### config.mk
export PLATFORM = sky130hd
export DESIGN_NAME = acc_top
export DESIGN_NICKNAME = d
export VERILOG_FILES = /design/src/rtl/acc_pkg.sv /design/src/rtl/acc_edge_if.sv /design/src/rtl/acc_sync3.sv /design/src/rtl/acc_edge.sv /design/src/rtl/acc_top.sv
export SDC_FILE = /design/constraint.sdc
export NUM_CORES = 1
export LEC_CHECK = 0
export BUFFER_PORTS_ARGS = -buffer_cell sky130_fd_sc_hd__buf_2
export CORE_UTILIZATION = 42
export CTS_BUF_LIST = sky130_fd_sc_hd__clkbuf_8
export DETAILED_ROUTE_END_ITERATION = 8
export PLACE_DENSITY = 0.77
export SKIP_CTS_REPAIR_TIMING = 1
export SLEW_MARGIN = 20
export SYNTH_ARGS = -nofsm -noshare
export SYNTH_HDL_FRONTEND = slang
export SYNTH_SLANG_ARGS = --single-unit
### constraint.sdc
create_clock -name mclk -period 1.4 [get_ports mclk]
set_input_delay 0.28 -clock mclk [delete_from_list [all_inputs] [get_ports mclk]]
set_output_delay 0.28 -clock mclk [all_outputs]
set_load 0.01 [all_outputs]
### src/rtl/acc_pkg.sv
// Shared constants for the analog comparator control block.
// Assumes byte addressing on a 32-bit Avalon-MM bus, one register per word.
package acc_pkg;

  // ----------------------------------------------------------------
  // Bus and register geometry
  // ----------------------------------------------------------------
  localparam int ACC_ADDR_W = 8;
  localparam int ACC_DATA_W = 32;
  localparam int ACC_REG_W = 8;
  localparam int ACC_IDX_W = 6;
  localparam int ACC_PIN_W = 3;
  localparam int ACC_LEVEL_W = 6;
  localparam int ACC_SEL_W = 2;
  localparam int ACC_ROUTE_W = 3;

  // Register indices; byte address is four times the index
  localparam logic [ACC_IDX_W-1:0] ACC_IDX_CTRL_STATUS = 6'h2C;
  localparam logic [ACC_IDX_W-1:0] ACC_IDX_INPUT_SELECT = 6'h2D;
  localparam logic [ACC_IDX_W-1:0] ACC_IDX_REF_DAC = 6'h2E;
  localparam logic [ACC_IDX_W-1:0] ACC_IDX_INPUT_PIN = 6'h2F;
  localparam logic [1:0] ACC_BYTE_OFS = 2'h0;

  // ----------------------------------------------------------------
  // Field positions
  // ----------------------------------------------------------------
  localparam int ACC_CS_ENABLE = 7;
  localparam int ACC_CS_HYS = 6;
  localparam int ACC_CS_FLAG = 5;
  localparam int ACC_CS_IRQ_EN = 4;
  localparam int ACC_CS_RESULT = 3;
  localparam int ACC_CS_OUT_PIN = 2;
  localparam int ACC_CS_SENSE_LO = 0;
  localparam int ACC_POS_SEL_LO = 4;
  localparam int ACC_NEG_SEL_LO = 0;
  localparam int ACC_DAC_ENABLE = 7;
  localparam int ACC_DAC_SOURCE = 6;
  localparam int ACC_DAC_LEVEL_LO = 0;
  localparam int ACC_PIN_LO = 0;

  // Reset values
  localparam logic [ACC_REG_W-1:0] ACC_REG_RESET = 8'h00;
  localparam logic [ACC_DATA_W-1:0] ACC_DATA_ZERO = 32'h0000_0000;

  // Input selector codes
  localparam logic [ACC_SEL_W-1:0] ACC_SEL_EXT0 = 2'h0;
  localparam logic [ACC_SEL_W-1:0] ACC_SEL_EXT1 = 2'h1;
  localparam logic [ACC_SEL_W-1:0] ACC_SEL_RSVD = 2'h2;
  localparam logic [ACC_SEL_W-1:0] ACC_SEL_DAC = 2'h3;
  // Route vector bits: {dac, ext1, ext0}
  localparam int ACC_ROUTE_EXT0 = 0;
  localparam int ACC_ROUTE_EXT1 = 1;
  localparam int ACC_ROUTE_DAC = 2;

  // Edge sense codes
  localparam logic [1:0] ACC_SENSE_FALL_A = 2'h0;
  localparam logic [1:0] ACC_SENSE_RISE = 2'h1;
  localparam logic [1:0] ACC_SENSE_FALL_B = 2'h2;
  localparam logic [1:0] ACC_SENSE_BOTH = 2'h3;

  // Valid-edge decode, shared by the flag and the wake path
  function automatic logic acc_edge_ok(input logic [1:0] sense, input logic rise,
                                       input logic fall);
    logic ok;
    ok = 1'b0;
    unique case (sense)
      ACC_SENSE_FALL_A, ACC_SENSE_FALL_B: ok = fall;
      ACC_SENSE_RISE: ok = rise;
      ACC_SENSE_BOTH: ok = rise | fall;
    endcase
    return ok;
  endfunction

endpackage

### src/rtl/acc_edge_if.sv
// Carrier between the control top and its edge detector.
// Assumes both ends run on mclk.
`timescale 1ns/10ps
`default_nettype none
interface acc_edge_if;
  logic level;
  logic [1:0] sense;
  logic armed;
  logic valid_edge;
  modport det (input level, input sense, input armed, output valid_edge);
  modport ctl (output level, output sense, output armed, input valid_edge);
endinterface
`default_nettype wire

### src/rtl/acc_sync3.sv
// Three-stage synchroniser for the raw comparator output.
// Assumes the input is asynchronous to mclk.
`timescale 1ns/10ps
`default_nettype none
module acc_sync3 (
  input wire logic mclk,
  input wire logic rst,
  input wire logic async_in,
  output logic sync_out
);

  // ----------------------------------------------------------------
  // Stages
  // ----------------------------------------------------------------
  logic s1_r, s2_r, s3_r, out_r;
  logic out_nxt;

  // Accept a change only once stages two and three agree
  always_comb begin
    out_nxt = out_r;
    if (s2_r == s3_r) begin
      out_nxt = s3_r;
    end
  end

  // Stage one is read by stage two only
  always_ff @(posedge mclk) begin
    if (rst) begin
      s1_r <= 1'b0;
      s2_r <= 1'b0;
      s3_r <= 1'b0;
      out_r <= 1'b0;
    end else begin
      s1_r <= async_in;
      s2_r <= s1_r;
      s3_r <= s2_r;
      out_r <= out_nxt;
    end
  end

  assign sync_out = out_r;

endmodule
`default_nettype wire

### src/rtl/acc_edge.sv
// Edge detector on the synchronised comparison result.
// Assumes level is already in the mclk domain.
`timescale 1ns/10ps
`default_nettype none
module acc_edge
  import acc_pkg::*;
(
  input wire logic mclk,
  input wire logic rst,
  acc_edge_if.det eif
);

  // ----------------------------------------------------------------
  // Previous sample and pulse
  // ----------------------------------------------------------------
  logic prev_r, prev_nxt;
  logic pulse_r, pulse_nxt;

  // Compare with last sample; one pulse per qualifying transition
  always_comb begin
    prev_nxt = eif.level;
    pulse_nxt = eif.armed &
                acc_edge_ok(eif.sense, eif.level & ~prev_r, ~eif.level & prev_r);
  end

  always_ff @(posedge mclk) begin
    if (rst) begin
      prev_r <= 1'b0;
      pulse_r <= 1'b0;
    end else begin
      prev_r <= prev_nxt;
      pulse_r <= pulse_nxt;
    end
  end

  assign eif.valid_edge = pulse_r;

endmodule
`default_nettype wire

### src/rtl/acc_top.sv
// Control logic of the analog comparator and its 6-bit reference DAC.
// Assumes an Avalon-MM master on mclk, an analog macro on the analog
// side, and a power controller that flags the deep stop mode.
`timescale 1ns/10ps
`default_nettype none

// Behaviour
// - Reserved bits of input select and pin registers read zero, ignore writes.
// - Positive selector bits 5:4: 00 ext0, 01 ext1, 10 none, 11 DAC.
// - Negative selector uses the same two-bit coding in bits 1:0.
// - DAC control bit 7 enables the reference DAC output.
// - DAC control bit 6 picks bandgap (0) or analog supply (1).
// - Six-bit DAC level goes to the DAC; output is ref/64 times level+1.
// - Three pin-allow bits, one per external input pad.
// - Edge sense: 00 and 10 falling, 01 rising, 11 both.
// - Valid edge sets the flag; interrupt while flag and enable both set.
// - Flag is set only while the bus clock runs.
// - Flag stays set until software writes zero to it.
// - Raw comparator output is synchronised into the readable result bit.
// - Result bit freezes in deep stop and resynchronises on wake.
// - In deep stop a valid edge raises a wake-up request.
// - Reset returns defaults with comparator and DAC disabled.
// - Comparator output reaches the pin only when output pin enable is set.
// - Control/status: 7 enable, 6 hysteresis, 5 flag, 4 irq-enable, 3 result, 2 pin, 1:0 sense.
// - Writing one to the flag does nothing; only zero clears it.
// - Result bit resets to zero and reads zero while comparator is disabled.
module acc_top
  import acc_pkg::*;
(
  input wire logic mclk,
  input wire logic rst,
  input wire logic [ACC_ADDR_W-1:0] avs_address,
  input wire logic avs_read,
  input wire logic avs_write,
  input wire logic [ACC_DATA_W-1:0] avs_writedata,
  input wire logic [3:0] avs_byteenable,
  output logic [ACC_DATA_W-1:0] avs_readdata,
  output logic avs_waitrequest,
  input wire logic raw_compare_out,
  input wire logic deep_stop_mode,
  output logic comparator_enable,
  output logic hysteresis_select,
  output logic [ACC_ROUTE_W-1:0] pos_route,
  output logic [ACC_ROUTE_W-1:0] neg_route,
  output logic ref_dac_enable,
  output logic ref_dac_source,
  output logic [ACC_LEVEL_W-1:0] ref_dac_level,
  output logic [ACC_PIN_W-1:0] ext_input_pin_allow,
  output logic output_pin_enable,
  output logic compare_pin_out,
  output logic edge_irq,
  output logic wake_req
);

  // ----------------------------------------------------------------
  // Decoders
  // ----------------------------------------------------------------
  // Selector code to one-hot analog route; the reserved code routes nothing
  function automatic logic [ACC_ROUTE_W-1:0] sel_route(input logic [ACC_SEL_W-1:0] code);
    logic [ACC_ROUTE_W-1:0] r;
    r = '0;
    unique case (code)
      ACC_SEL_EXT0: r[ACC_ROUTE_EXT0] = 1'b1;
      ACC_SEL_EXT1: r[ACC_ROUTE_EXT1] = 1'b1;
      ACC_SEL_RSVD: r = '0;
      ACC_SEL_DAC: r[ACC_ROUTE_DAC] = 1'b1;
    endcase
    return r;
  endfunction

  // ----------------------------------------------------------------
  // Register state
  // ----------------------------------------------------------------
  logic cs_enable_r, cs_enable_nxt;
  logic cs_hys_r, cs_hys_nxt;
  logic cs_flag_r, cs_flag_nxt;
  logic cs_irq_en_r, cs_irq_en_nxt;
  logic cs_out_pin_r, cs_out_pin_nxt;
  logic [1:0] cs_sense_r, cs_sense_nxt;
  logic [ACC_SEL_W-1:0] pos_sel_r, pos_sel_nxt;
  logic [ACC_SEL_W-1:0] neg_sel_r, neg_sel_nxt;
  logic dac_en_r, dac_en_nxt;
  logic dac_src_r, dac_src_nxt;
  logic [ACC_LEVEL_W-1:0] dac_level_r, dac_level_nxt;
  logic [ACC_PIN_W-1:0] pin_allow_r, pin_allow_nxt;
  logic result_r, result_nxt;

  // Bus state
  logic wait_r, wait_nxt;
  logic [ACC_DATA_W-1:0] rdata_r, rdata_nxt;

  // Output and wake state
  logic [ACC_ROUTE_W-1:0] pos_route_r, pos_route_nxt;
  logic [ACC_ROUTE_W-1:0] neg_route_r, neg_route_nxt;
  logic pin_out_r, pin_out_nxt;
  logic irq_r, irq_nxt;
  logic wake_r, wake_nxt;

  logic sync_level;
  logic [ACC_IDX_W-1:0] idx;
  logic addr_ok;
  logic wr_commit;
  logic [ACC_REG_W-1:0] wbyte;
  logic [ACC_REG_W-1:0] rd_byte;
  logic stop_rise, stop_fall;

  // ----------------------------------------------------------------
  // Sub-blocks
  // ----------------------------------------------------------------
  acc_edge_if eif ();

  acc_sync3 u_sync (
    .mclk(mclk),
    .rst(rst),
    .async_in(raw_compare_out),
    .sync_out(sync_level)
  );

  acc_edge u_edge (
    .mclk(mclk),
    .rst(rst),
    .eif(eif)
  );

  // Edges are taken from the bus-visible result, which is frozen in stop;
  // not gating on stop keeps an edge that lands just before entry
  assign eif.level = result_r;
  assign eif.sense = cs_sense_r;
  assign eif.armed = cs_enable_r;

  // ----------------------------------------------------------------
  // Address decode and read mux
  // ----------------------------------------------------------------
  assign idx = avs_address[ACC_ADDR_W-1:2];
  assign addr_ok = (avs_address[1:0] == ACC_BYTE_OFS) &&
                   (idx == ACC_IDX_CTRL_STATUS || idx == ACC_IDX_INPUT_SELECT ||
                    idx == ACC_IDX_REF_DAC || idx == ACC_IDX_INPUT_PIN);
  // A write lands only at the edge where waitrequest is seen low
  assign wr_commit = avs_write & ~wait_r & avs_byteenable[0] & addr_ok;
  assign wbyte = avs_writedata[ACC_REG_W-1:0];

  // Reserved fields are simply never stored, so they read zero
  always_comb begin
    rd_byte = ACC_REG_RESET;
    unique case (idx)
      ACC_IDX_CTRL_STATUS: begin
        rd_byte[ACC_CS_ENABLE] = cs_enable_r;
        rd_byte[ACC_CS_HYS] = cs_hys_r;
        rd_byte[ACC_CS_FLAG] = cs_flag_r;
        rd_byte[ACC_CS_IRQ_EN] = cs_irq_en_r;
        rd_byte[ACC_CS_RESULT] = result_r & cs_enable_r;
        rd_byte[ACC_CS_OUT_PIN] = cs_out_pin_r;
        rd_byte[ACC_CS_SENSE_LO +: 2] = cs_sense_r;
      end
      ACC_IDX_INPUT_SELECT: begin
        rd_byte[ACC_POS_SEL_LO +: ACC_SEL_W] = pos_sel_r;
        rd_byte[ACC_NEG_SEL_LO +: ACC_SEL_W] = neg_sel_r;
      end
      ACC_IDX_REF_DAC: begin
        rd_byte[ACC_DAC_ENABLE] = dac_en_r;
        rd_byte[ACC_DAC_SOURCE] = dac_src_r;
        rd_byte[ACC_DAC_LEVEL_LO +: ACC_LEVEL_W] = dac_level_r;
      end
      ACC_IDX_INPUT_PIN: begin
        rd_byte[ACC_PIN_LO +: ACC_PIN_W] = pin_allow_r;
      end
      default: rd_byte = ACC_REG_RESET;
    endcase
  end

  // ----------------------------------------------------------------
  // Bus handshake: one wait cycle, then a single low waitrequest
  // ----------------------------------------------------------------
  always_comb begin
    wait_nxt = 1'b1;
    rdata_nxt = rdata_r;
    if ((avs_read | avs_write) && wait_r) begin
      wait_nxt = 1'b0;
      if (avs_read) begin
        rdata_nxt = addr_ok ? {{(ACC_DATA_W-ACC_REG_W){1'b0}}, rd_byte} : ACC_DATA_ZERO;
      end
    end
  end

  always_ff @(posedge mclk) begin
    if (rst) begin
      wait_r <= 1'b1;
      rdata_r <= ACC_DATA_ZERO;
    end else begin
      wait_r <= wait_nxt;
      rdata_r <= rdata_nxt;
    end
  end

  // ----------------------------------------------------------------
  // Register writes and hardware updates
  // ----------------------------------------------------------------
  always_comb begin
    cs_enable_nxt = cs_enable_r;
    cs_hys_nxt = cs_hys_r;
    cs_irq_en_nxt = cs_irq_en_r;
    cs_out_pin_nxt = cs_out_pin_r;
    cs_sense_nxt = cs_sense_r;
    pos_sel_nxt = pos_sel_r;
    neg_sel_nxt = neg_sel_r;
    dac_en_nxt = dac_en_r;
    dac_src_nxt = dac_src_r;
    dac_level_nxt = dac_level_r;
    pin_allow_nxt = pin_allow_r;
    cs_flag_nxt = cs_flag_r;
    if (wr_commit) begin
      unique case (idx)
        ACC_IDX_CTRL_STATUS: begin
          cs_enable_nxt = wbyte[ACC_CS_ENABLE];
          cs_hys_nxt = wbyte[ACC_CS_HYS];
          cs_irq_en_nxt = wbyte[ACC_CS_IRQ_EN];
          cs_out_pin_nxt = wbyte[ACC_CS_OUT_PIN];
          cs_sense_nxt = wbyte[ACC_CS_SENSE_LO +: 2];
          if (!wbyte[ACC_CS_FLAG]) begin
            cs_flag_nxt = 1'b0;
          end
        end
        ACC_IDX_INPUT_SELECT: begin
          pos_sel_nxt = wbyte[ACC_POS_SEL_LO +: ACC_SEL_W];
          neg_sel_nxt = wbyte[ACC_NEG_SEL_LO +: ACC_SEL_W];
        end
        ACC_IDX_REF_DAC: begin
          dac_en_nxt = wbyte[ACC_DAC_ENABLE];
          dac_src_nxt = wbyte[ACC_DAC_SOURCE];
          dac_level_nxt = wbyte[ACC_DAC_LEVEL_LO +: ACC_LEVEL_W];
        end
        ACC_IDX_INPUT_PIN: begin
          pin_allow_nxt = wbyte[ACC_PIN_LO +: ACC_PIN_W];
        end
        default: cs_flag_nxt = cs_flag_r;
      endcase
    end
    // A valid edge in the clearing cycle wins, so no event is lost
    if (eif.valid_edge) begin
      cs_flag_nxt = 1'b1;
    end
  end

  // Result follows the comparator while enabled and awake
  always_comb begin
    result_nxt = result_r;
    if (!cs_enable_r) begin
      result_nxt = 1'b0;
    end else if (!deep_stop_mode) begin
      result_nxt = sync_level;
    end
  end

  // Reset leaves comparator and DAC disabled
  always_ff @(posedge mclk) begin
    if (rst) begin
      cs_enable_r <= 1'b0;
      cs_hys_r <= 1'b0;
      cs_flag_r <= 1'b0;
      cs_irq_en_r <= 1'b0;
      cs_out_pin_r <= 1'b0;
      cs_sense_r <= ACC_SENSE_FALL_A;
      pos_sel_r <= ACC_SEL_EXT0;
      neg_sel_r <= ACC_SEL_EXT0;
      dac_en_r <= 1'b0;
      dac_src_r <= 1'b0;
      dac_level_r <= '0;
      pin_allow_r <= '0;
      result_r <= 1'b0;
    end else begin
      cs_enable_r <= cs_enable_nxt;
      cs_hys_r <= cs_hys_nxt;
      cs_flag_r <= cs_flag_nxt;
      cs_irq_en_r <= cs_irq_en_nxt;
      cs_out_pin_r <= cs_out_pin_nxt;
      cs_sense_r <= cs_sense_nxt;
      pos_sel_r <= pos_sel_nxt;
      neg_sel_r <= neg_sel_nxt;
      dac_en_r <= dac_en_nxt;
      dac_src_r <= dac_src_nxt;
      dac_level_r <= dac_level_nxt;
      pin_allow_r <= pin_allow_nxt;
      result_r <= result_nxt;
    end
  end

  // ----------------------------------------------------------------
  // Analog controls, pin output, interrupt and wake
  // ----------------------------------------------------------------
  // Wake compares the live synchronised level with the frozen result; the
  // result catches up on exit, and that late edge then sets the flag
  assign stop_rise = sync_level & ~result_r;
  assign stop_fall = ~sync_level & result_r;

  always_comb begin
    pos_route_nxt = sel_route(pos_sel_r);
    neg_route_nxt = sel_route(neg_sel_r);
    pin_out_nxt = cs_out_pin_r & result_r;
    irq_nxt = cs_flag_r & cs_irq_en_r;
    wake_nxt = wake_r;
    if (!deep_stop_mode) begin
      wake_nxt = 1'b0;
    end else if (cs_enable_r && acc_edge_ok(cs_sense_r, stop_rise, stop_fall)) begin
      wake_nxt = 1'b1;
    end
  end

  always_ff @(posedge mclk) begin
    if (rst) begin
      pos_route_r <= '0;
      neg_route_r <= '0;
      pin_out_r <= 1'b0;
      irq_r <= 1'b0;
      wake_r <= 1'b0;
    end else begin
      pos_route_r <= pos_route_nxt;
      neg_route_r <= neg_route_nxt;
      pin_out_r <= pin_out_nxt;
      irq_r <= irq_nxt;
      wake_r <= wake_nxt;
    end
  end

  assign avs_readdata = rdata_r;
  assign avs_waitrequest = wait_r;
  assign comparator_enable = cs_enable_r;
  assign hysteresis_select = cs_hys_r;
  assign pos_route = pos_route_r;
  assign neg_route = neg_route_r;
  assign ref_dac_enable = dac_en_r;
  assign ref_dac_source = dac_src_r;
  assign ref_dac_level = dac_level_r;
  assign ext_input_pin_allow = pin_allow_r;
  assign output_pin_enable = cs_out_pin_r;
  assign compare_pin_out = pin_out_r;
  assign edge_irq = irq_r;
  assign wake_req = wake_r;

endmodule
`default_nettype wire

After elaboration in Yosys (flattened, before gate mapping)
Cells that the tools add are included.
{"block": "op_classes", "n_eq_ne": 13, "n_mux": 20, "bitwise_logic": 20, "n_reduce_logical": 21}
{"cell": "$eq A6 B6 Y1 const B", "n": 4}
{"cell": "$mux W1", "n": 12}
{"cell": "$and A1 B1 Y1", "n": 11}
{"cell": "$reduce_and A2 Y1", "n": 5}
{"cell": "$pmux W1 S3", "n": 3}
{"cell": "$eq A2 B2 Y1 const B", "n": 4}
{"cell": "$logic_not A2 Y1", "n": 4}
{"cell": "$mux W8", "n": 1}
{"cell": "$pmux W2 S4", "n": 1}
{"cell": "$eq A2 B1 Y1 const B", "n": 3}
{"cell": "$not A1 Y1", "n": 6}
{"cell": "$pmux W2 S3", "n": 1}
{"cell": "$reduce_or A2 Y1", "n": 3}
{"cell": "$pmux W2 S2", "n": 1}
{"cell": "$reduce_bool A2 Y1", "n": 2}
{"cell": "$logic_and A1 B1 Y1", "n": 3}
{"cell": "$logic_or A1 B1 Y1", "n": 3}
{"cell": "$or A1 B1 Y1", "n": 3}
{"cell": "$reduce_and A3 Y1", "n": 1}
{"cell": "$ne A2 B1 Y1 const B", "n": 1}
{"cell": "$pmux W1 S2", "n": 1}
{"cell": "$eq A1 B1 Y1", "n": 1}
{"block": "word_totals", "reg_bits": 71, "input_bits": 50, "elab_cells": 100}

Longest topological paths before layout
Gate-level depths: netlist of run 1.
{"block": "logic_depth", "word_depth": 8, "depth_mapped": 5, "ltp_nobuf": 5}

Modules after synthesis
From an unflattened synthesis of run 1, not the netlist that was laid out.
{"block": "hier_totals", "cells_unflattened": 223, "hier_area_um2": 2227.1}
{"module": "acc_top", "n_inst": 1, "cells_each": 201, "area_per_inst_um2": 1984.4, "seq_area_each_um2": 820.8}
{"module": "acc_edge", "n_inst": 1, "cells_each": 12, "area_per_inst_um2": 130.1, "seq_area_each_um2": 40.0}
{"module": "acc_sync3", "n_inst": 1, "cells_each": 10, "area_per_inst_um2": 112.6, "seq_area_each_um2": 80.1}

Worst setup path before layout of run 1
No wires, ideal clock.
{"block": "synth_path", "path_type": "flip-flop to flip-flop", "start": "register wait_r (netlist: avs_waitrequest)", "end": "register dac_level_r[0] (netlist: ref_dac_level[0])", "setup_time_ns": 0.121, "arrival_ns": 1.398, "required_time_ns": 1.279, "setup_slack_ns": -0.119, "stages_incl_launch_ff": 5, "n_path_buf": 1, "cell_sequence": "dfxtp_1 -> nand3b_2 -> or4_4 -> buf_6 -> mux2i_1"}
{"block": "synth_via", "elab_chain_cells": 5}
{"element": "start: declaration", "line": "acc_top.sv:89", "rtl": "logic wait_r, wait_nxt;"}
{"element": "start signal: assignment", "line": "acc_top.sv:190", "rtl": "wait_r <= wait_nxt;"}
{"element": "$not A1 Y1", "line": "acc_top.sv:139", "rtl": "assign wr_commit = avs_write & ~wait_r & avs_byteenable[0] & addr_ok;"}
{"element": "$and A1 B1 Y1 (3 in a row)", "line": "acc_top.sv:139"}
{"element": "$reduce_and A2 Y1 (no line)"}
{"element": "end signal: assignment", "line": "acc_top.sv:281", "rtl": "dac_level_r <= dac_level_nxt;"}
{"element": "end: declaration", "line": "acc_top.sv:84", "rtl": "logic [ACC_LEVEL_W-1:0] dac_level_r, dac_level_nxt;"}
No other way between the ends.
A chain may end at the register's enable or synchronous reset.

Final worst setup path of run 1
{"block": "layout_path", "start": "register wait_r (netlist: avs_waitrequest)", "end": "register dac_level_r[1] (netlist: ref_dac_level[1])"}
Same word-level chain as after synthesis.

==> flow_metrics.env, run 1 <==
export IMPL_ys_top_cells_by_count="sky130_fd_sc_hd__dfxtp_1 (47), sky130_fd_sc_hd__nand2_1 (36), sky130_fd_sc_hd__mux2i_1 (27)"
export IMPL_synth_seq_area_share_pct=44.6
export IMPL_global_route_usage_total_pct=17.3
export IMPL_share_of_async_settable_or_async_resettable_flops_after_synthesis_pct=0
export IMPL_critPathCaptureType="register"
export IMPL_cell_at_the_slowest_stage_of_the_critical_path="sky130_fd_sc_hd__or4_4"
export IMPL_yosysTopAreaCell="sky130_fd_sc_hd__dfxtp_1"
export IMPL_tritoncts="done"
export IMPL_die_height_um=72.9
export IMPL_worstPathArrival_ps=1560
export IMPL_gr_total_overflow=0
export IMPL_totalWireLength_um=4410
export IMPL_iteration_0_drc_markers=127
export IMPL_layout_worst_path_cycle_share_pct=97.8
export IMPL_post_place_cells=343
export IMPL_grt_max_degree=24
export IMPL_wire_length_of_the_first_global_routing_pass_um=6980
export IMPL_worst_setup_hold_path_clk_slew_ps=90
export IMPL_io_pin_count=106
export IMPL_rsz0062_at_grt="yes"
export IMPL_finalWorstPathRequiredPeriod_ps=1370
export IMPL_n_antenna_cell=0
export IMPL_syn2layout_area_growth_pct=23.4
export IMPL_cpLargestDelayFamily="simple AND/OR/NAND/NOR gates"
export IMPL_postSynthAreaPerCell_um2=9.99
export IMPL_worst_setup_path_start_kind="register"
export IMPL_post_synthesis_cells=211
export IMPL_synth_seq_cells=47
export IMPL_setup_viol=0
export IMPL_design_die_area_um2=5310
export IMPL_setup_worst_path_class="register to register"
export IMPL_rows=25
export IMPL_synth_most_common_cell="sky130_fd_sc_hd__dfxtp_1"
export IMPL_ir_worst_vdd_v=0.000579
export IMPL_hold_violation_count_in_the_final_report=0
export IMPL_worst_path_largest_cell_delay_ps=620
export IMPL_critical_path_buf_inv_count=0
export IMPL_post_route_util_pct=54.4
export IMPL_timing_critical_path_fanout_max=8
export IMPL_synth_area_leaders="sky130_fd_sc_hd__dfxtp_1 (45%), sky130_fd_sc_hd__mux2i_1 (13%), sky130_fd_sc_hd__buf_4 (8.5%), sky130_fd_sc_hd__nand2_1 (6.4%), sky130_fd_sc_hd__ha_1 (2.4%)"
export IMPL_maxSlewViolCount=0
export IMPL_post_drt_wl_per_cell_um=12.5
export IMPL_fin_skew_ps=6.76
export IMPL_synthesis_area_um2=2110
export IMPL_count_of_warnings_emitted_by_yosys=0
export IMPL_ctsRootBufferMaster="sky130_fd_sc_hd__clkbuf_8"
export IMPL_num_vias=1649
export IMPL_post_route_cells_drive_above_1_share_pct=31.7
export IMPL_hold_class="input port to register"
export IMPL_numPortBuffers=54
export IMPL_synth_enable_flop_cells=0
export IMPL_antenna_violating_nets_post_route=0
export IMPL_routabilityCongestion=0.795
export IMPL_synth_top_flop_cell="sky130_fd_sc_hd__dfxtp_1"
export IMPL_critPathRequiredTime_ps=1590
export IMPL_tritoncts_num_buffers=5
export IMPL_initial_antenna_violation_count=0
export IMPL_cellLeakagePower_uw=0.00128
export IMPL_die_width_um=72.9
export IMPL_max_clock_buf_depth=2
export IMPL_synth_top_cell_area_share_pct=44.6
export IMPL_post_layout_nonfiller_instances=351
export IMPL_grt_pass1_vias=1541
export IMPL_achievable_frequency_mhz=730
export IMPL_core_area_um2=4790
export IMPL_floorplan_initialDensity_pct=44.1
export IMPL_fin_nets=337
export IMPL_number_of_unique_standard_cell_types_used_by_synthesis=38
export IMPL_max_cap_viol_count=0
export IMPL_hpwlAfterDp_um=3360
export IMPL_clock_latency_ps=300
export IMPL_run_status="completed"
export IMPL_crit_chain="nand3b_4, or4_4, mux2i_1"
export IMPL_vias_per_cell=4.70
export IMPL_remaining_drc_errors=0
export IMPL_drt_pass1_iterations=4
export IMPL_cts_htree_levels=2
export IMPL_cts_num_sinks=47
export IMPL_power_per_cell_area_nw_per_um2=990
worst paths after layout:
| check | startpoint | endpoint | slack, ps | depth (start not counted) |
|---|---|---|---|---|
| worst max-delay path | avs_waitrequest | ref_dac_level[1] | 30 | 3 |
| worst min register to register | u_sync.s1_r | u_sync.s2_r | 450 | 1 |
| worst max register to register | avs_waitrequest | ref_dac_level[1] | 30 | 3 |
| worst min-delay path | raw_compare_out | u_sync.s1_r | 190 | 2 |
sequential cells by signal, indices dropped and copies added, names as in the netlist, 2 cells and up:
name,count
avs_readdata,8
neg_route,3
ref_dac_level,6
pos_route,3
pos_sel_r,2
ext_input_pin_allow,3
cs_sense_r,2
neg_sel_r,2
power breakdown:
group / internal [uW] / leakage, uW / switching, uW / total [uW]
sequential: 1340 / 0.000380 / 3.00 / 1350
combinational: 77.5 / 0.000836 / 120 / 198
clock: 578 / 0.0000612 / 453 / 1030
total: 2000 / 0.00128 / 576 / 2580
logic make-up after synthesis:
logic type                 synth area share, %
muxes                                     15.0
other                                    0.178
adders and majority gates                 2.37
DFF                                       44.6
buffers and inverters                     11.7
AOI/OAI and AO/OA                         6.94
and+or+nand+nor                           19.2
cell type report:
cell class | count | area, um^2
Fill cell | 453 | 2180
Clock buffer | 6 | 82.6
Tap cell | 67 | 83.8
Sequential cell | 47 | 941
Timing Repair Buffer | 75 | 428
Multi-Input combinational cell | 150 | 1020
Inverter | 4 | 15.0
Clock inverter | 2 | 35.0
worst reg2reg max path, delay by kind of cell, from the launching register on:
kind,cells,cell delay [ps]
simple gates,2,780
flops,1,320
mux,1,160
metal layers:
metal  track usage, %  vias up  share of wire, %
met5                0        -                 0
met4             6.97        0               1.5
met3             3.73        7               5.8
met2             28.2       55                48
met1             22.3      771                44
li1                 -      816                 -
per-stage QoR:
step	area (um^2)	power [uW]	hold WS (ps)	setup TNS, ps	setup slack (ps)
floorplan	2200	1540	396	-483	-58.3
global placement	2480	1570	420	-2650	-163
detailed placement	2480	1570	430	-3170	-186
CTS	2600	2600	175	0	36.3
global route	2600	2660	211	-15.5	-11.6
finish	2600	2580	188	0	30.4
layout by cell type, fill, tap and decap left out, types with 3 or more instances in the layout:
master,count
sky130_fd_sc_hd__buf_2,54
sky130_fd_sc_hd__dfxtp_1,47
sky130_fd_sc_hd__nand2_1,36
sky130_fd_sc_hd__mux2i_1,27
sky130_fd_sc_hd__conb_1,24
sky130_fd_sc_hd__buf_4,21
sky130_fd_sc_hd__nor2_1,6
sky130_fd_sc_hd__clkbuf_8,6
sky130_fd_sc_hd__nand2b_1,5
sky130_fd_sc_hd__nor3_1,4
sky130_fd_sc_hd__nor2b_1,4
sky130_fd_sc_hd__a22o_1,4
sky130_fd_sc_hd__o21ai_0,4
sky130_fd_sc_hd__and3_1,4
sky130_fd_sc_hd__ha_1,4
sky130_fd_sc_hd__inv_1,3
sky130_fd_sc_hd__or4_1,3
sky130_fd_sc_hd__a21oi_1,3
Power figures use the tool's default switching activity.
==> run 2: changes to the inputs <==
RECOVER_POWER = 50   (was not set)
TNS_END_PERCENT = 30   (was not set)
==> flow_metrics.env, run 2 (synthesis gave the netlist of run 1 again) <==
export IMPL_run_status="completed"
export IMPL_design_die_area_um2=5310
export IMPL_maxSlewViolCount=0
export IMPL_cts_num_sinks=47
export IMPL_die_height_um=72.9
export IMPL_critPathCaptureType="register"
export IMPL_regToRegSetupSlack_ps=40
export IMPL_achievable_frequency_mhz=736
export IMPL_clock_latency_ps=300
export IMPL_worst_setup_path_start_kind="register"
export IMPL_antenna_violating_nets_post_route=0
export IMPL_hold_violation_count_in_the_final_report=0
export IMPL_critical_path_origin="avs_waitrequest"
export IMPL_power_per_cell_area_nw_per_um2=1000
export IMPL_layout_common_cells="sky130_fd_sc_hd__dfxtp_1 (47), sky130_fd_sc_hd__nand2_1 (36), sky130_fd_sc_hd__buf_2 (31)"
export IMPL_post_route_cells_drive_above_1_share_pct=22.9
export IMPL_setup_viol=0
export IMPL_cellLeakagePower_uw=0.00117
export IMPL_routabilityCongestion=0.795
export IMPL_cts_htree_levels=2
export IMPL_worstPathArrival_ps=1550
export IMPL_rows=25
export IMPL_grt_pass1_vias=1541
export IMPL_critPathRequiredTime_ps=1590
export IMPL_worstReg2RegEnd="ref_dac_level[2]"
export IMPL_final_hold_worst_slack_ps=188
export IMPL_n_antenna_cell=0
export IMPL_relSlewSlack_pct=65.1
export IMPL_tightestPinTransition_ps=524
export IMPL_worst_setup_hold_path_clk_slew_ps=80
export IMPL_leading_cell_type_in_the_layout_fill_and_taps_excluded="sky130_fd_sc_hd__dfxtp_1"
export IMPL_timing_rr_start="avs_waitrequest"
export IMPL_die_width_um=72.9
export IMPL_max_cap_viol_count=0
export IMPL_syn2layout_area_growth_pct=21.5
export IMPL_totalWireLength_um=4430
export IMPL_rsz0062_at_grt="yes"
export IMPL_timing_reg2reg_worst_path_depth=3
export IMPL_grt_max_degree=24
export IMPL_timing_critical_path_fanout_max=8
export IMPL_drt_pass1_iterations=5
export IMPL_max_clock_buf_depth=2
export IMPL_fin_skew_ps=5.69
export IMPL_num_vias=1652
export IMPL_fin_nets=337
export IMPL_tritoncts="done"
export IMPL_initial_antenna_violation_count=0
export IMPL_post_drt_wl_per_cell_um=12.6
export IMPL_ir_worst_vdd_v=0.000580
export IMPL_register_area_um2=941
export IMPL_tritoncts_num_buffers=5
export IMPL_io_pin_count=106
export IMPL_n_fill_cell=460
export IMPL_ctsRootBufferMaster="sky130_fd_sc_hd__clkbuf_8"
export IMPL_wire_length_of_the_first_global_routing_pass_um=6980
export IMPL_layout_worst_path_cycle_share_pct=97.1
export IMPL_iteration_0_drc_markers=124
export IMPL_hpwlAfterDp_um=3360
export IMPL_global_route_usage_total_pct=17.3
export IMPL_flip_flop_count_of_the_largest_register_all_copies_and_words_added=8
export IMPL_remaining_drc_errors=0
export IMPL_finalSetupTns_ps=0
export IMPL_core_area_um2=4790
export IMPL_totalPowerFinal_uw=2570
export IMPL_multi_input_logic_area_um2=1020
export IMPL_post_route_worst_setup_slack_ps=40.5
export IMPL_dpl_worst_slack_ps=-186
export IMPL_gr_total_overflow=0
export IMPL_vias_per_cell=4.71
export IMPL_setup_worst_path_class="register to register"
export IMPL_finalWorstPathRequiredPeriod_ps=1360
export IMPL_hold_class="input port to register"
export IMPL_numPortBuffers=54
export IMPL_floorplan_initialDensity_pct=44.1
export IMPL_crit_end="ref_dac_level[2]"
[run 2: cell count changes in the layout (fill, tap and decap cells not counted)]
cell	change
sky130_fd_sc_hd__buf_2	-23
sky130_fd_sc_hd__clkbuf_2	+1
sky130_fd_sc_hd__buf_4	-3
sky130_fd_sc_hd__clkbuf_1	+25
[run 2: how the worst min path moves through the flow]
stage | startpoint | to | slack, ps | depth (start not counted)
6_report | raw_compare_out | u_sync.s1_r | 190 | 2
5_1_grt | raw_compare_out | u_sync.s1_r | 210 | 2
4_1_cts | raw_compare_out | u_sync.s1_r | 180 | 2
3_5_place_dp | u_sync.s1_r | u_sync.s2_r | 430 | 1
3_3_place_gp | u_sync.s1_r | u_sync.s2_r | 420 | 1
2_1_floorplan | avs_write | avs_waitrequest | 400 | 1
[run 2: routing by layer]
metal | track usage, % | share of wire, %
met5 | 0 | 0
met4 | 6.97 | 1.3
met3 | 3.73 | 5.7
met2 | 28.2 | 48
met1 | 22.3 | 45
[run 2: area by class of cell]
class | instances | area share [%]
clock buffer | 6 | 3.22
clock inverter | 2 | 1.37
inverter | 4 | 0.586
multi-input combinational | 150 | 39.6
sequential | 47 | 36.7
tap | 67 | 3.27
timing repair buffer | 75 | 15.2
[run 2: worst max-delay path, cell delays in order (launching register included)]
cell and delay (ps):
sky130_fd_sc_hd__dfxtp_1 310, sky130_fd_sc_hd__nand3b_4 160, sky130_fd_sc_hd__or4_4 610, sky130_fd_sc_hd__mux2i_1 160
[run 2: per-stage QoR]
step / utilization [%] / std cells / instance area [um^2]
after global routing: 53.5 / 351 / 2560
after CTS: 54.4 / 351 / 2600
final: 53.5 / 351 / 2560
after detailed placement: 51.9 / 343 / 2480
after floorplan: - / 234 / 2200
after global placement: 51.9 / 343 / 2480
[run 2: report_power, final]
part           internal [uW]  total, uW  switching (uW)
Combinational           73.9        194             120
Sequential              1340       1350            3.05
Clock                    578       1030             449
==> run 3: changes to the inputs <==
--- a/config.mk
+++ b/config.mk
@@ -7,9 +7,10 @@
 export LEC_CHECK = 0
 export BUFFER_PORTS_ARGS = -buffer_cell sky130_fd_sc_hd__buf_2
-export CORE_UTILIZATION = 42
+export CORE_UTILIZATION = 51
 export CTS_BUF_LIST = sky130_fd_sc_hd__clkbuf_8
 export DETAILED_ROUTE_END_ITERATION = 8
-export PLACE_DENSITY = 0.77
+export PLACE_DENSITY = 0.88
 export RECOVER_POWER = 50
+export SETUP_SLACK_MARGIN = 0.1
 export SKIP_CTS_REPAIR_TIMING = 1
 export SLEW_MARGIN = 20
==> constraint.sdc (replaced) <==
create_clock -name mclk -period 1.7 [get_ports mclk]
set_input_delay 0.34 -clock mclk [delete_from_list [all_inputs] [get_ports mclk]]
set_output_delay 0.34 -clock mclk [all_outputs]
set_load 0.005 [all_outputs]
==> flow_metrics.env, run 3 (synthesis gave the netlist of run 1 again) <==
export IMPL_antenna_violating_nets_post_route=0
export IMPL_hold_violation_count_in_the_final_report=0
export IMPL_cellLeakagePower_uw=0.00118
export IMPL_totalWireLength_um=4150
export IMPL_layout_worst_path_cycle_share_pct=90.3
export IMPL_finalWorstPathRequiredPeriod_ps=1540
export IMPL_cts_htree_levels=2
export IMPL_num_vias=1606
export IMPL_power_internal_uw=1630
export IMPL_ir_worst_vdd_v=0.000518
export IMPL_floorplan_initialDensity_pct=53.1
export IMPL_post_drt_wl_per_cell_um=12.8
export IMPL_ctsRootBufferMaster="sky130_fd_sc_hd__clkbuf_8"
export IMPL_post_route_worst_setup_slack_ps=165
export IMPL_timing_reg2reg_worst_path_depth=3
export IMPL_vias_per_cell=4.94
export IMPL_setup_worst_path_class="register to register"
export IMPL_drt_pass1_iterations=4
export IMPL_dpl_worst_slack_ps=36.8
export IMPL_syn2layout_area_growth_pct=17.6
export IMPL_worst_setup_hold_path_clk_slew_ps=90
export IMPL_core_area_um2=3970
export IMPL_tightestPinTransition_ps=670
export IMPL_tritoncts_num_buffers=5
export IMPL_worstReg2RegEnd="ref_dac_level[4]"
export IMPL_switching_share_pct=21.8
export IMPL_crit_chain="nand3b_2, or4_4, mux2i_1"
export IMPL_fin_nets=328
export IMPL_worstPathArrival_ps=1720
export IMPL_n_fill_cell=351
export IMPL_max_clock_buf_depth=2
export IMPL_regToRegSetupSlack_ps=160
export IMPL_worst_path_largest_cell_delay_ps=640
export IMPL_dr_wl_met3_um=260
export IMPL_post_route_cells_drive_above_1_share_pct=25.5
export IMPL_critical_path_origin="avs_waitrequest"
export IMPL_numPortBuffers=54
export IMPL_finalSetupTns_ps=0
export IMPL_routabilityCongestion=0.741
export IMPL_timing_critical_path_fanout_max=8
export IMPL_p_sw_uw=455
export IMPL_run_status="completed"
export IMPL_hold_class="input port to register"
export IMPL_initial_antenna_violation_count=0
export IMPL_clock_latency_ps=300
export IMPL_holdPathStages=2
export IMPL_die_height_um=66.3
export IMPL_rsz0062_at_grt="no"
export IMPL_io_pin_count=106
export IMPL_global_route_usage_total_pct=20.3
export IMPL_highest_signal_layer="met4"
export IMPL_wire_length_of_the_first_global_routing_pass_um=6480
export IMPL_iteration_0_drc_markers=71
export IMPL_p_seq_share_pct=53.1
export IMPL_setup_viol=0
export IMPL_power_per_cell_area_nw_per_um2=842
export IMPL_share_clk_of_total_power_pct=40.6
export IMPL_layout_common_cells="sky130_fd_sc_hd__dfxtp_1 (47), sky130_fd_sc_hd__buf_2 (46), sky130_fd_sc_hd__nand2_1 (36)"
export IMPL_timing_rr_start="avs_waitrequest"
export IMPL_holdCritStartpoint="raw_compare_out"
export IMPL_gr_total_overflow=0
export IMPL_wirelength_met1_um=1890
export IMPL_worst_setup_path_start_kind="register"
export IMPL_cts_num_sinks=47
export IMPL_critPathRequiredTime_ps=1890
export IMPL_cell_at_the_slowest_stage_of_the_critical_path="sky130_fd_sc_hd__or4_4"
export IMPL_critPathCaptureType="register"
export IMPL_maxSlewViolCount=0
export IMPL_rows=23
export IMPL_n_antenna_cell=0
export IMPL_dr_wl_met2_um=1930
export IMPL_grt_pass1_vias=1390
export IMPL_leading_cell_type_in_the_layout_fill_and_taps_excluded="sky130_fd_sc_hd__dfxtp_1"
export IMPL_remaining_drc_errors=0
export IMPL_post_route_util_pct=62.4
export IMPL_flip_flop_count_of_the_largest_register_all_copies_and_words_added=8
export IMPL_die_width_um=66.3
export IMPL_achievable_frequency_mhz=651
export IMPL_tritoncts="done"
export IMPL_min_delay_worst_endpoint="u_sync.s1_r"
export IMPL_fin_skew_ps=8.31
export IMPL_comb_power_share_pct=6.3
export IMPL_design_die_area_um2=4400
export IMPL_relSlewSlack_pct=55.3
export IMPL_hpwlAfterDp_um=3010
export IMPL_max_cap_viol_count=0
export IMPL_grt_max_degree=36
==> run 3: cell types whose count changed in the layout (fill, tap and decap cells not counted), sizes merged <==
cell and delta:
buf +5, clkbuf -14
==> run 3: cell type report <==
class | instances | area [um^2] | area share, %
Tap cell | 50 | 62.6 | 2.52
Inverter | 4 | 15.0 | 0.605
Timing Repair Buffer | 66 | 337 | 13.6
Sequential cell | 47 | 941 | 37.9
Clock buffer | 6 | 82.6 | 3.33
Multi-Input combinational cell | 150 | 1010 | 40.6
Clock inverter | 2 | 35.0 | 1.41
==> run 3: routing by layer <==
metal  track usage, %  vias to the layer above
met1             24.8                      741
li1                 -                      803
met4             9.57                        0
met2             32.8                       57
met3             5.52                        5
met5                0                        -
==> run 3: power groups by stage <==
stage	combinational, uW	clock, uW	sequential, uW
finish	131	847	1110
floorplan	112	0	1140
global route	147	905	1110
global placement	130	0	1140
CTS	134	869	1110
detailed placement	133	0	1140
==> run 3: critical path, delay by kind of cell (launching register included) <==
kind             cells  cell delay [ps]
muxes                1              160
and+or+nand+nor      2              940
DFF                  1              320
==> run 3: per-stage QoR <==
step	cells	total power [uW]	cell area (um^2)	hold WS, ps
2_1_floorplan	234	1250	2190	414
3_3_place_gp	317	1270	2390	425
3_5_place_dp	317	1270	2390	428
4_1_cts	325	2110	2500	241
5_1_grt	325	2160	2480	263
6_report	325	2090	2480	249
==> run 3: how the worst max path moves through the flow <==
stage,to,depth (start not counted),slack (ps)
2_1_floorplan,ref_dac_level[0],5,120
6_report,ref_dac_level[4],3,160
4_1_cts,ref_dac_level[4],3,170
3_5_place_dp,ext_input_pin_allow[2],4,40
5_1_grt,ref_dac_level[4],3,120
3_3_place_gp,ext_input_pin_allow[0],4,70
